===== src/pkg/psp_pkg.sv =====
// Overview of operation
// - The data port acts as a host slave port only while the slave port enable bit (control bit 4) is set.
// - The slave port works only in microcontroller mode, with no external memory bus in use.
// - Enabling the slave port turns three port E pins into the read, write and chip-select inputs, all active low.
// - The three strobe pin direction bits must all be inputs (pattern 111) for the port to work.
// - The host reads and writes the data port latch as one eight-bit latch, asynchronously to the device clock; the code has separate in and out latches.
// - A host write runs from chip-select and write both low until either goes high, and the host holds both low meanwhile.
// - The end of a host write sets the slave port interrupt flag (flag register one bit 7) and input buffer full (control bit 7).
// - A host read starts with chip-select and read both low; the device drives the latch out and sets output buffer full (control bit 6).
// - A firmware write to the latch during a read is driven out at once but does not set output buffer full.
// - When chip-select or read goes high, the device releases the data pins and sets the slave port interrupt flag.
// - Firmware waits for the interrupt flag, then polls input and output buffer full to decide what to do.
package psp_pkg;
  localparam int PSP_DATA_W = 8;
  localparam int PSP_SYNC_STAGES = 2;
  localparam int PSP_CTL_W = 8;
  localparam int PSP_CTL_IBF_BIT = 7;
  localparam int PSP_CTL_OBF_BIT = 6;
  localparam int PSP_CTL_EN_BIT = 4;
  localparam int PSP_FLAG_IRQ_BIT = 7;
  localparam int PSP_DIR_W = 3;
  localparam logic [2:0] PSP_DIR_ALL_IN = 3'h7;
  localparam logic [7:0] PSP_DATA_RST = 8'h00;

  typedef enum logic [1:0] {
    PSP_IDLE,
    PSP_WRITE,
    PSP_READ
  } psp_state_e;
endpackage


===== src/verilog/psp_slave_port.sv =====
`timescale 1ns/1ps
module psp_slave_port
  import psp_pkg::*;
#(
  parameter int DATA_W = PSP_DATA_W
) (
  input wire logic I_MCLK,
  input wire logic I_SYS_RST,
  input wire logic I_CLK_EN,
  input wire logic I_SLAVE_PORT_ENABLE,
  input wire logic I_MCU_MODE,
  input wire logic [PSP_DIR_W-1:0] I_STROBE_PIN_DIRECTION,
  input wire logic I_FW_WR,
  input wire logic [DATA_W-1:0] I_FW_WDATA,
  input wire logic I_FW_RD,
  input wire logic I_IBF_CLR,
  input wire logic I_IRQ_CLR,
  input wire logic I_CS_N,
  input wire logic I_RD_N,
  input wire logic I_WR_N,
  input wire logic [DATA_W-1:0] I_PD_IN,
  output logic [DATA_W-1:0] O_PD_OUT,
  output logic O_PD_OE_N,
  output logic [DATA_W-1:0] O_FW_RDATA,
  output logic [PSP_CTL_W-1:0] O_SLAVE_PORT_CONTROL,
  output logic O_INPUT_BUFFER_FULL,
  output logic O_OUTPUT_BUFFER_FULL,
  output logic O_SLAVE_PORT_IRQ_FLAG,
  output logic O_PORT_ACTIVE
);
  localparam int STB_CS = 0;
  localparam int STB_RD = 1;
  localparam int STB_WR = 2;
  localparam int STB_N = 3;

  typedef struct packed {
    logic [STB_N-1:0][PSP_SYNC_STAGES-1:0] strobe_sync;
    psp_state_e state;
    logic [DATA_W-1:0] out_latch;
    logic [DATA_W-1:0] in_latch;
    logic input_buffer_full;
    logic output_buffer_full;
    logic irq;
    logic oe_n;
  } psp_s;

  psp_s cur;
  psp_s next_cur;

  logic en_ok;
  logic mode_ok;
  logic dir_ok;
  logic active;
  wire logic [PSP_DIR_W-1:0] dir_in;

  wire logic [STB_N-1:0] strobe_pin_n;
  wire logic [STB_N-1:0] strobe_gated_n;
  wire logic [STB_N-1:0][PSP_SYNC_STAGES-1:0] next_strobe_sync;
  wire logic [STB_N-1:0] strobe_n;
  wire logic [PSP_CTL_W-1:0] ctl_bits;

  logic cs_n;
  logic rd_n;
  logic wr_n;

  logic in_idle;
  logic in_write;
  logic in_read;

  logic wr_start;
  logic rd_start;
  logic wr_end;
  logic rd_end;

  logic ibf_set;
  logic ibf_clear;
  logic irq_set;
  logic irq_clear;
  logic obf_set;
  logic fw_load;

  // enabled, in microcontroller mode, strobe pins all inputs
  assign en_ok = I_SLAVE_PORT_ENABLE;
  assign mode_ok = I_MCU_MODE;

  // every strobe pin must be set as an input
  for (genvar d = 0; d < PSP_DIR_W; d++) begin : gen_dir
    assign dir_in[d] =
      (I_STROBE_PIN_DIRECTION[d] == PSP_DIR_ALL_IN[d]);
  end
  assign dir_ok = &dir_in;
  assign active = en_ok & mode_ok & dir_ok;

  assign strobe_pin_n[STB_CS] = I_CS_N;
  assign strobe_pin_n[STB_RD] = I_RD_N;
  assign strobe_pin_n[STB_WR] = I_WR_N;

  // one synchroniser per strobe pin
  for (genvar g = 0; g < STB_N; g++) begin : gen_sync
    // pins serve as strobes only while active
    assign strobe_gated_n[g] = strobe_pin_n[g] | ~active;
    for (genvar s = 0; s < PSP_SYNC_STAGES; s++) begin : gen_stage
      if (s == 0) begin : gen_first
        assign next_strobe_sync[g][s] = strobe_gated_n[g];
      end else begin : gen_next
        assign next_strobe_sync[g][s] = cur.strobe_sync[g][s-1];
      end
    end
    // only the last stage is read
    assign strobe_n[g] = cur.strobe_sync[g][PSP_SYNC_STAGES-1];
  end

  assign cs_n = strobe_n[STB_CS];
  assign rd_n = strobe_n[STB_RD];
  assign wr_n = strobe_n[STB_WR];

  assign in_idle = (cur.state == PSP_IDLE);
  assign in_write = (cur.state == PSP_WRITE);
  assign in_read = (cur.state == PSP_READ);

  // write wins when both strobes are low
  assign wr_start = active & ~cs_n & ~wr_n;
  assign rd_start = active & ~cs_n & ~rd_n & wr_n;
  assign wr_end = cs_n | wr_n | ~active;
  assign rd_end = cs_n | rd_n | ~active;

  // flag events
  assign ibf_set = in_write & wr_end;
  assign irq_set = (in_write & wr_end) | (in_read & rd_end);
  assign obf_set = (in_idle & rd_start) | (fw_load & ~in_read);
  assign ibf_clear = I_FW_RD | I_IBF_CLR;
  assign irq_clear = I_IRQ_CLR;
  assign fw_load = I_FW_WR;

  always_comb begin
    next_cur = cur;
    next_cur.strobe_sync = next_strobe_sync;
    if (fw_load) begin
      next_cur.out_latch = I_FW_WDATA;
    end
    case (cur.state)
      PSP_IDLE: begin
        if (wr_start) begin
          next_cur.state = PSP_WRITE;
        end else if (rd_start) begin
          next_cur.state = PSP_READ;
          next_cur.oe_n = 1'b0;
        end
      end
      PSP_WRITE: begin
        // the last byte seen before the end is kept
        next_cur.in_latch = I_PD_IN;
        if (wr_end) begin
          next_cur.state = PSP_IDLE;
        end
      end
      PSP_READ: begin
        if (rd_end) begin
          next_cur.state = PSP_IDLE;
          next_cur.oe_n = 1'b1;
        end
      end
      default: begin
        next_cur.state = PSP_IDLE;
        next_cur.oe_n = 1'b1;
      end
    endcase
    // clears come first so a set in the same cycle wins
    if (ibf_clear) begin
      next_cur.input_buffer_full = 1'b0;
    end
    if (ibf_set) begin
      next_cur.input_buffer_full = 1'b1;
    end
    if (irq_clear) begin
      next_cur.irq = 1'b0;
    end
    if (irq_set) begin
      next_cur.irq = 1'b1;
    end
    if (obf_set) begin
      next_cur.output_buffer_full = 1'b1;
    end
  end

  always_ff @(posedge I_MCLK) begin
    if (I_SYS_RST) begin
      cur.strobe_sync <= '1;
      cur.state <= PSP_IDLE;
      cur.out_latch <= DATA_W'(PSP_DATA_RST);
      cur.in_latch <= DATA_W'(PSP_DATA_RST);
      cur.input_buffer_full <= 1'b0;
      cur.output_buffer_full <= 1'b0;
      cur.irq <= 1'b0;
      cur.oe_n <= 1'b1;
    end else if (I_CLK_EN) begin
      cur <= next_cur;
    end
  end

  // new firmware data goes straight to the pins during a read
  assign O_PD_OUT = cur.out_latch;
  assign O_PD_OE_N = cur.oe_n;
  assign O_FW_RDATA = cur.in_latch;
  assign O_INPUT_BUFFER_FULL = cur.input_buffer_full;
  assign O_OUTPUT_BUFFER_FULL = cur.output_buffer_full;
  assign O_SLAVE_PORT_IRQ_FLAG = cur.irq;
  assign O_PORT_ACTIVE = active;

  // control image: buffer flags, enable, other bits read as zero
  for (genvar b = 0; b < PSP_CTL_W; b++) begin : gen_ctl
    if (b == PSP_CTL_IBF_BIT) begin : gen_ibf
      assign ctl_bits[b] = cur.input_buffer_full;
    end else if (b == PSP_CTL_OBF_BIT) begin : gen_obf
      assign ctl_bits[b] = cur.output_buffer_full;
    end else if (b == PSP_CTL_EN_BIT) begin : gen_en
      assign ctl_bits[b] = I_SLAVE_PORT_ENABLE;
    end else begin : gen_zero
      assign ctl_bits[b] = 1'b0;
    end
  end
  assign O_SLAVE_PORT_CONTROL = ctl_bits;

endmodule

===== config.mk =====
export PLATFORM = sky130hd
export DESIGN_NAME = psp_slave_port
export DESIGN_NICKNAME = d
export VERILOG_FILES = /design/src/pkg/psp_pkg.sv /design/src/verilog/psp_slave_port.sv
export SDC_FILE = /design/constraint.sdc
export NUM_CORES = 1
export LEC_CHECK = 0
export BUFFER_PORTS_ARGS = -buffer_cell sky130_fd_sc_hd__buf_4
export CAP_MARGIN = 20
export CORE_MARGIN = 1.5
export CORE_UTILIZATION = 49
export DETAILED_ROUTE_END_ITERATION = 10
export PLACE_DENSITY = 0.83
export SLEW_MARGIN = 10
export SYNTH_ARGS = -nofsm -noshare
export SYNTH_HDL_FRONTEND = slang
export SYNTH_SLANG_ARGS = --single-unit

===== constraint.sdc =====
create_clock -name I_MCLK -period 2.85 [get_ports I_MCLK]
set_input_delay 0.57 -clock I_MCLK [delete_from_list [all_inputs] [get_ports I_MCLK]]
set_output_delay 0.57 -clock I_MCLK [all_outputs]
set_load 0.1 [all_outputs]

Word-level counts from Yosys, hierarchy flattened
Index checks and enable logic that the tools add are counted.

Add/subtract/negate cells: 0. Multiply operators: 0. Divide/modulo/power cells: 0. $lt $le $gt $ge: 0. Equal/unequal tests: 7. Shift-type cells: 0. Muxes and demuxes: 13. Bitwise logic cells: 26. Reduce and logical (&&, ||, !) cells: 11.

Operator list (number): bitwise AND 1 bit (10); bitwise OR 1 bit (10); AND reduction 2 bit (5); 2-to-1 mux 2 bit (4); 2-to-1 mux 1 bit (7); != test 2 x 1 -> 1 bit (second input constant) (3); NOT 1 bit (6); one-hot mux 2 bit (3 select lines) (1); AND reduction 5 bit (1); AND reduction 4 bit (1); nonzero test 2 bit (2); != test 3 x 1 -> 1 bit (second input constant) (1); one-hot mux 1 bit (3 select lines) (1); AND reduction 3 bit (1); equality test 2 x 1 -> 1 bit (second input constant) (1); equality test 2 bit (second input constant) (1); zero test 2 bit (1); != test 2 bit (second input constant) (1).

Register bits after elaboration: 28. Latch bits: 0. RAM bits: 0. Bits in read-only memories: 0. Input port bits: 31. Output and inout bits: 29. Logic and storage cells: 67. Memories: 0.

Depth between registers and ports, before layout
Gate-level depths: netlist of run 1.

Depth in word-level cells: 8. Mapped depth: 4. Gate-level depth less buffers: 3.

Worst setup path before layout of run 1
OpenSTA, ideal clock, no wires.

Kind: input to output. Start: in I_STROBE_PIN_DIRECTION[2]. End: out O_PORT_ACTIVE. Data arrival time: 1.957 ns. Required time: 2.280 ns. Path slack: 0.323 ns. Stages: 2. Buffers on the path: 0. Cells stage by stage: nand2_1 nor2_1.

Word-level cells in the longest chain between the ends: 2.

RTL lines: start: declaration (RTL line psp_slave_port.sv:12) `input wire logic [PSP_DIR_W-1:0] I_STROBE_PIN_DIRECTION,`; AND reduction 3 bit (RTL line psp_slave_port.sv:91) `assign dir_ok = &dir_in;`; bitwise AND 1 bit (RTL line psp_slave_port.sv:92) `assign active = en_ok & mode_ok & dir_ok;`; end: declaration (RTL line psp_slave_port.sv:29) `output logic O_PORT_ACTIVE`.

No other way between the ends.

Final worst setup path of run 1
Start: in I_STROBE_PIN_DIRECTION[0]. End: out O_PORT_ACTIVE.

The elaborated chain is that of the path after synthesis.

==> results of run 1 <==
==> power by group <==
| group | total [W] | switching, W | internal (W) | leakage, nW |
|---|---|---|---|---|
| registers | 0.000409 | 0.00000757 | 0.000401 | 0.228 |
| logic | 0.000176 | 0.000126 | 0.0000503 | 0.443 |
| clock network | 0.000159 | 0.000109 | 0.0000497 | 0.0138 |
==> sequential cells by signal, summed over array words and instances (netlist names) <==
register / count
O_FW_RDATA: 8
O_PD_OUT: 8
cur: 7
O_INPUT_BUFFER_FULL: 1
O_OUTPUT_BUFFER_FULL: 1
O_PD_OE_N: 1
O_SLAVE_PORT_IRQ_FLAG: 1
cs_n: 1
==> synth_stat cells, drive strengths merged <==
library cell	number	area share
o21ai	1	0.0037
a21oi	11	0.041
nand3	9	0.043
nor4bb	1	0.0075
o31a	1	0.0066
xor2	1	0.0066
nor3	1	0.0037
inv	1	0.0028
nand2b	2	0.0094
conb	1	0.0028
nor2	14	0.039
o2111ai	1	0.0066
o21bai	3	0.017
mux2i	8	0.060
o41a	1	0.0084
o41ai	1	0.0066
buf	25	0.14
a311o	1	0.0075
dfxtp	28	0.42
and4b	1	0.0075
a31oi	1	0.0047
nor2b	3	0.014
nor4b	3	0.020
nand2	14	0.039
nand4bb	1	0.0084
clkbuf	7	0.020
a311oi	1	0.0066
a211o	3	0.020
a211oi	1	0.0056
or4b	2	0.018
and3b	1	0.0066
==> layout by cell type, fill, tap and decap left out, types with 2 or more instances in the layout <==
cell / count
nand3_1: 8
o21bai_1: 3
a21oi_1: 11
conb_1: 5
buf_4: 54
nor2b_1: 3
nand2_1: 14
nand2b_1: 2
nor2_1: 14
mux2i_1: 8
a211o_1: 3
dfxtp_1: 28
clkbuf_4: 3
nor4b_1: 3
==> path summary, 6_finish.rpt <==
check	depth (start not counted)	endpoint	from
max	4	O_PORT_ACTIVE	I_STROBE_PIN_DIRECTION[0]
min reg2reg	2	O_PD_OUT[7]	O_PD_OUT[7]
max reg2reg	3	O_SLAVE_PORT_IRQ_FLAG	cur[20]
min	2	O_PD_OUT[7]	O_PD_OUT[7]
==> final cells by class <==
type	instances	area, um2
inverter	1	3.754
multi-input combinational	92	575.6
clock buffer	3	22.52
sequential	28	560.5
fill	225	917.1
tap	30	37.54
timing repair buffer	54	405.4
==> worst min-delay path, delay by kind of cell (launching register included) <==
family | cells | cell delay, ps
DFF | 1 | 330
and+or+nand+nor | 1 | 50
AOI/OAI and AO/OA | 1 | 50
==> metrics by stage <==
step	setup WS, ps	power, W
floorplan	322.6	0.0005544
CTS	1040	0.0007530
finish	1031	0.0007436
detailed placement	1021	0.0005929
global placement	1063	0.0005902
global route	995.4	0.0007750
==> cells by family (layout without fill, tap and decap cells) <==
logic type      count (synthesis)  in the layout
flops                          28             28
other cells                     1              5
simple gates                   52             52
compound gates                 26             26
mux                             8              8
xor+xnor                        1              1
buf+inv                        33             58
==> routing by layer <==
layer / wire [um] / up-vias / track usage
li1: - / 548 / -
met1: 1133 / 489 / 0.2226
met2: 1218 / 40 / 0.2823
met3: 174 / 6 / 0.03513
met4: 50 / 0 / 0.08362
met5: 0 / - / 0
==> impl_metrics.tcl, run 1 <==
set metrics [dict create \
    post_cts_buffers 0 \
    critPathMaxStageDelay_ps 300 \
    area_growth_syn_to_layout_pct 20.13 \
    wl_per_cell_um 12.38 \
    startpoint_type "input pin" \
    place.gp.congestion 0.8500 \
    max_freq_ghz 0.5498 \
    synth-simple-area-share 0.2163 \
    ios 60 \
    period_minus_slack_ps 1819 \
    final_layout_size_suffix_gt1_frac 0.3315 \
    instances_no_fill 208 \
    period_share 0.6382 \
    clkTransAtPathRegs_ps 130 \
    worst-r2r-setup-slack_ps 1430 \
    final_hold_viol_count 0 \
    vias_per_cell 5.207 \
    die-height_um 55.22 \
    drv_cap 0 \
    die_w_um 55.22 \
    crit_top_cell "buf_4" \
    yosys-mux-area-fraction 0.05993 \
    crit_buf_inv 2 \
    grt_pass1_wl_mm 4.291 \
    start_util 0.5298 \
    port_buffers 54 \
    final_core_util 0.6364 \
    crit_type "in2out" \
    track_usage 0.1747 \
    rsz0062_at_grt "no" \
    ys_warn_count 0 \
    synth_seq_cells 28 \
    cts_max_level 1 \
    grt_pass1_vias 955 \
    clk_path_buf_depth 2 \
    gr-total-overflow 0 \
    diodes 0 \
    via_count 1083 \
    coreArea_um2 2522 \
    power.density_nw_per_um2 463.2 \
    post_dp_cell_area_um2 1583 \
    ys_types 34 \
    stdcell_area_um2 1605 \
    outcome "complete, no violations" \
    row_count 18 \
    final_nets 211 \
    holdBufCountCts 0 \
    setup_viol 0 \
    avgSynthCellArea_um2 8.968 \
    fin_worst_skew_ps 5.338 \
    hold_class "reg2reg" \
    worstPathCellList "buf_4 -> nand2_1 -> nor2_1 -> buf_4" \
    arrival_ps 1250 \
    drtAntennaViolNets 0 \
    cts_tree "yes" \
    ys_seq_area_frac 0.4195 \
    dieArea_um2 3049 \
    timing.hold.ws_ps 462.9 \
    synth_compound_area_frac 0.1339 \
    synth_top_family_by_area "simple AND/OR/NAND/NOR gates" \
    wirelength_mm 2.576 \
    numCtsBuffers 3 \
    place_inst 205 \
    final.setup.tns_ps 0 \
    p_leak_nw 0.6843 \
    firstDrtPassIters 4 \
    irDropWorstVdd_mv 0.2747 \
    hpwl_mm 1.855 \
    clockRootBuffer "clkbuf_4" \
    drt_iter0_drc 48 \
    crit_fanout 7 \
    antenna_found_initial 0 \
    crit_path_top_delay_cell "buf_4" \
    required_ps 2280 \
    grt_max_degree 33 \
    yosys.area_share.xor_xnor 0.006554 \
    cts_sinks 28 \
    synthCells 149 \
    drc_errors 0 \
    final_max_slew_viol_count 0 \
    syn_area_um2 1336 \
    post_cts.resized_instances 0 \
    clock_latency_ps 330 \
    cp_top_family "buffers and inverters" \
    synthAdderAreaFrac 0 \
    cp-end-kind "output pin" \
]
Power figures use the tool's default switching activity.
==> run 2, diff against run 1 <==
- CORE_UTILIZATION: 49 -> 46
- PLACE_DENSITY: 0.83 -> 0.78
- clock period: 2.85 -> 1.7 ns (I/O delays scaled with it)
==> run 2 against run 1 <==
Total power grew 91%; flip-flop and latch count unchanged; non-clock buffer count increased by 3; core utilization decreased by 3.3 points; clock-buffer cell count is the same; critical path depth shrank 1; combinational power up 70%; critical path type is now reg2reg.
==> impl_metrics.tcl, run 2 (same netlist as run 1, synthesis figures left out) <==
set metrics [dict create \
    holdBufCountCts 0 \
    via_count 1086 \
    cp-end-kind "flop" \
    ios 60 \
    grt_max_degree 29 \
    final_max_slew_viol_count 0 \
    start_util 0.4846 \
    rsz0062_at_grt "no" \
    power.density_nw_per_um2 852.4 \
    clkTransAtPathRegs_ps 150 \
    numCtsBuffers 3 \
    wl_per_cell_um 12.58 \
    instances_no_fill 213 \
    irDropWorstVdd_mv 0.6322 \
    fin_worst_skew_ps 1.960 \
    track_usage 0.1789 \
    clk_path_buf_depth 2 \
    hpwl_mm 2.012 \
    antenna_found_initial 0 \
    stdcell_area_um2 1664 \
    drtAntennaViolNets 0 \
    die-height_um 56.90 \
    reg2reg_to "O_SLAVE_PORT_IRQ_FLAG" \
    place.gp.congestion 0.8692 \
    p_sw_frac 0.2951 \
    hp-start "I_PD_IN[0]" \
    crit_fanout 9 \
    grt_pass1_wl_mm 4.629 \
    drc_errors 0 \
    p_int_w 0.001000 \
    final_nets 214 \
    firstDrtPassIters 3 \
    p_clk_frac 0.305 \
    fin_ws_ps 240.4 \
    pwr-share-seq 0.484 \
    hold_class "in2reg" \
    period_share 0.8586 \
    ff2ff_path_depth 3 \
    dieArea_um2 3237 \
    arrival_ps 1720 \
    mostFrequentLayoutCell "buf_4" \
    coreArea_um2 2758 \
    row_count 19 \
    clockRootBuffer "clkbuf_4" \
    place_inst 209 \
    post_cts.resized_instances 0 \
    outcome "complete, no violations" \
    cts_sinks 28 \
    max_freq_ghz 0.6851 \
    port_buffers 54 \
    final.setup.tns_ps 0 \
    p_leak_nw 0.7127 \
    drv_cap 0 \
    switchingPower_w 0.0004185 \
    vias_per_cell 5.099 \
    startpoint_type "flop" \
    final_cell_mix "buf_4 (57), dfxtp_1 (26), nand2_1 (14)" \
    place_ws_ps 169.4 \
    worstReg2RegStart "cur[20]" \
    cts_max_level 1 \
    post_cts_buffers 0 \
    worst-r2r-setup-slack_ps 240 \
    cts_tree "yes" \
    clock_latency_ps 330 \
    period_minus_slack_ps 1460 \
    area_growth_syn_to_layout_pct 24.53 \
    post_dp_cell_area_um2 1612 \
    wirelength_mm 2.679 \
    crit_type "reg2reg" \
    drt_iter0_drc 14 \
    cp-endpoint "O_SLAVE_PORT_IRQ_FLAG" \
    diodes 0 \
    pwr-share-comb 0.212 \
    required_ps 1960 \
    setup_viol 0 \
    fill_cells 269 \
    final_hold_viol_count 0 \
    gr-total-overflow 0 \
    die_w_um 56.90 \
    worstSetupStartpoint "cur[20]" \
    grt_pass1_vias 1057 \
    final_layout_size_suffix_gt1_frac 0.3626 \
]
==> run 2: changes by cell type in the layout (fill, tap and decap cells not counted) <==
cell / change
buf_4: +3
bufinv_16: +1
dfxtp_1: -2
dfxtp_2: +2
nor2_1: -1
nor2_2: +1
==> run 2: metal layers <==
metal / global-route usage / vias to the layer above / part of all wire
met5: 0 / - / 0
met4: 0.06312 / 0 / 0.0097
met3: 0.02304 / 2 / 0.061
met2: 0.3103 / 39 / 0.50
met1: 0.2251 / 493 / 0.43
li1: - / 552 / -
==> run 2: area by class of cell <==
class / instances / area (um2) / share of cell area
Multi-Input combinational cell: 92 / 578.1 / 0.3474
Sequential cell: 28 / 563.0 / 0.3383
Timing Repair Buffer: 57 / 427.9 / 0.2571
Tap cell: 31 / 38.79 / 0.02331
Clock inverter: 1 / 30.03 / 0.01805
Clock buffer: 3 / 22.52 / 0.01353
Inverter: 1 / 3.754 / 0.002256
==> run 2: worst min-delay path by stage <==
stage                                to  slack (ps)  cells past startpoint
after floorplan                 cur[27]         440                      1
after global placement          cur[27]         440                      1
after detailed placement    O_PD_OUT[5]         450                      2
after CTS                 O_FW_RDATA[0]         230                      3
after global routing        O_PD_OUT[1]         240                      3
final                     O_FW_RDATA[0]         240                      3
==> run 2: critical path, cell delays in order, from the launching register on <==
cell	delay [ps]
dfxtp_1	480
and3b_1	520
o41ai_1	220
a31oi_1	190
==> run 2: metrics by stage <==
| stage | total power (W) | hold WS (ps) | util |
|---|---|---|---|
| after floorplan | 0.0009303 | 436.3 | - |
| after global placement | 0.0009960 | 440.7 | 0.5844 |
| after detailed placement | 0.001001 | 450.7 | 0.5844 |
| after CTS | 0.001435 | 225.5 | 0.6034 |
| after global routing | 0.001480 | 238.0 | 0.6034 |
| final | 0.001419 | 238.3 | 0.6034 |
==> run 2: power groups by stage <==
stage                     sequential, W  combinational [W]  clock (W)
after global placement         0.000699           0.000297          0
final                          0.000686           0.000300   0.000432
after global routing           0.000689           0.000315   0.000475
after floorplan                0.000713           0.000217          0
after detailed placement       0.000700           0.000301          0
after CTS                      0.000686           0.000301   0.000448
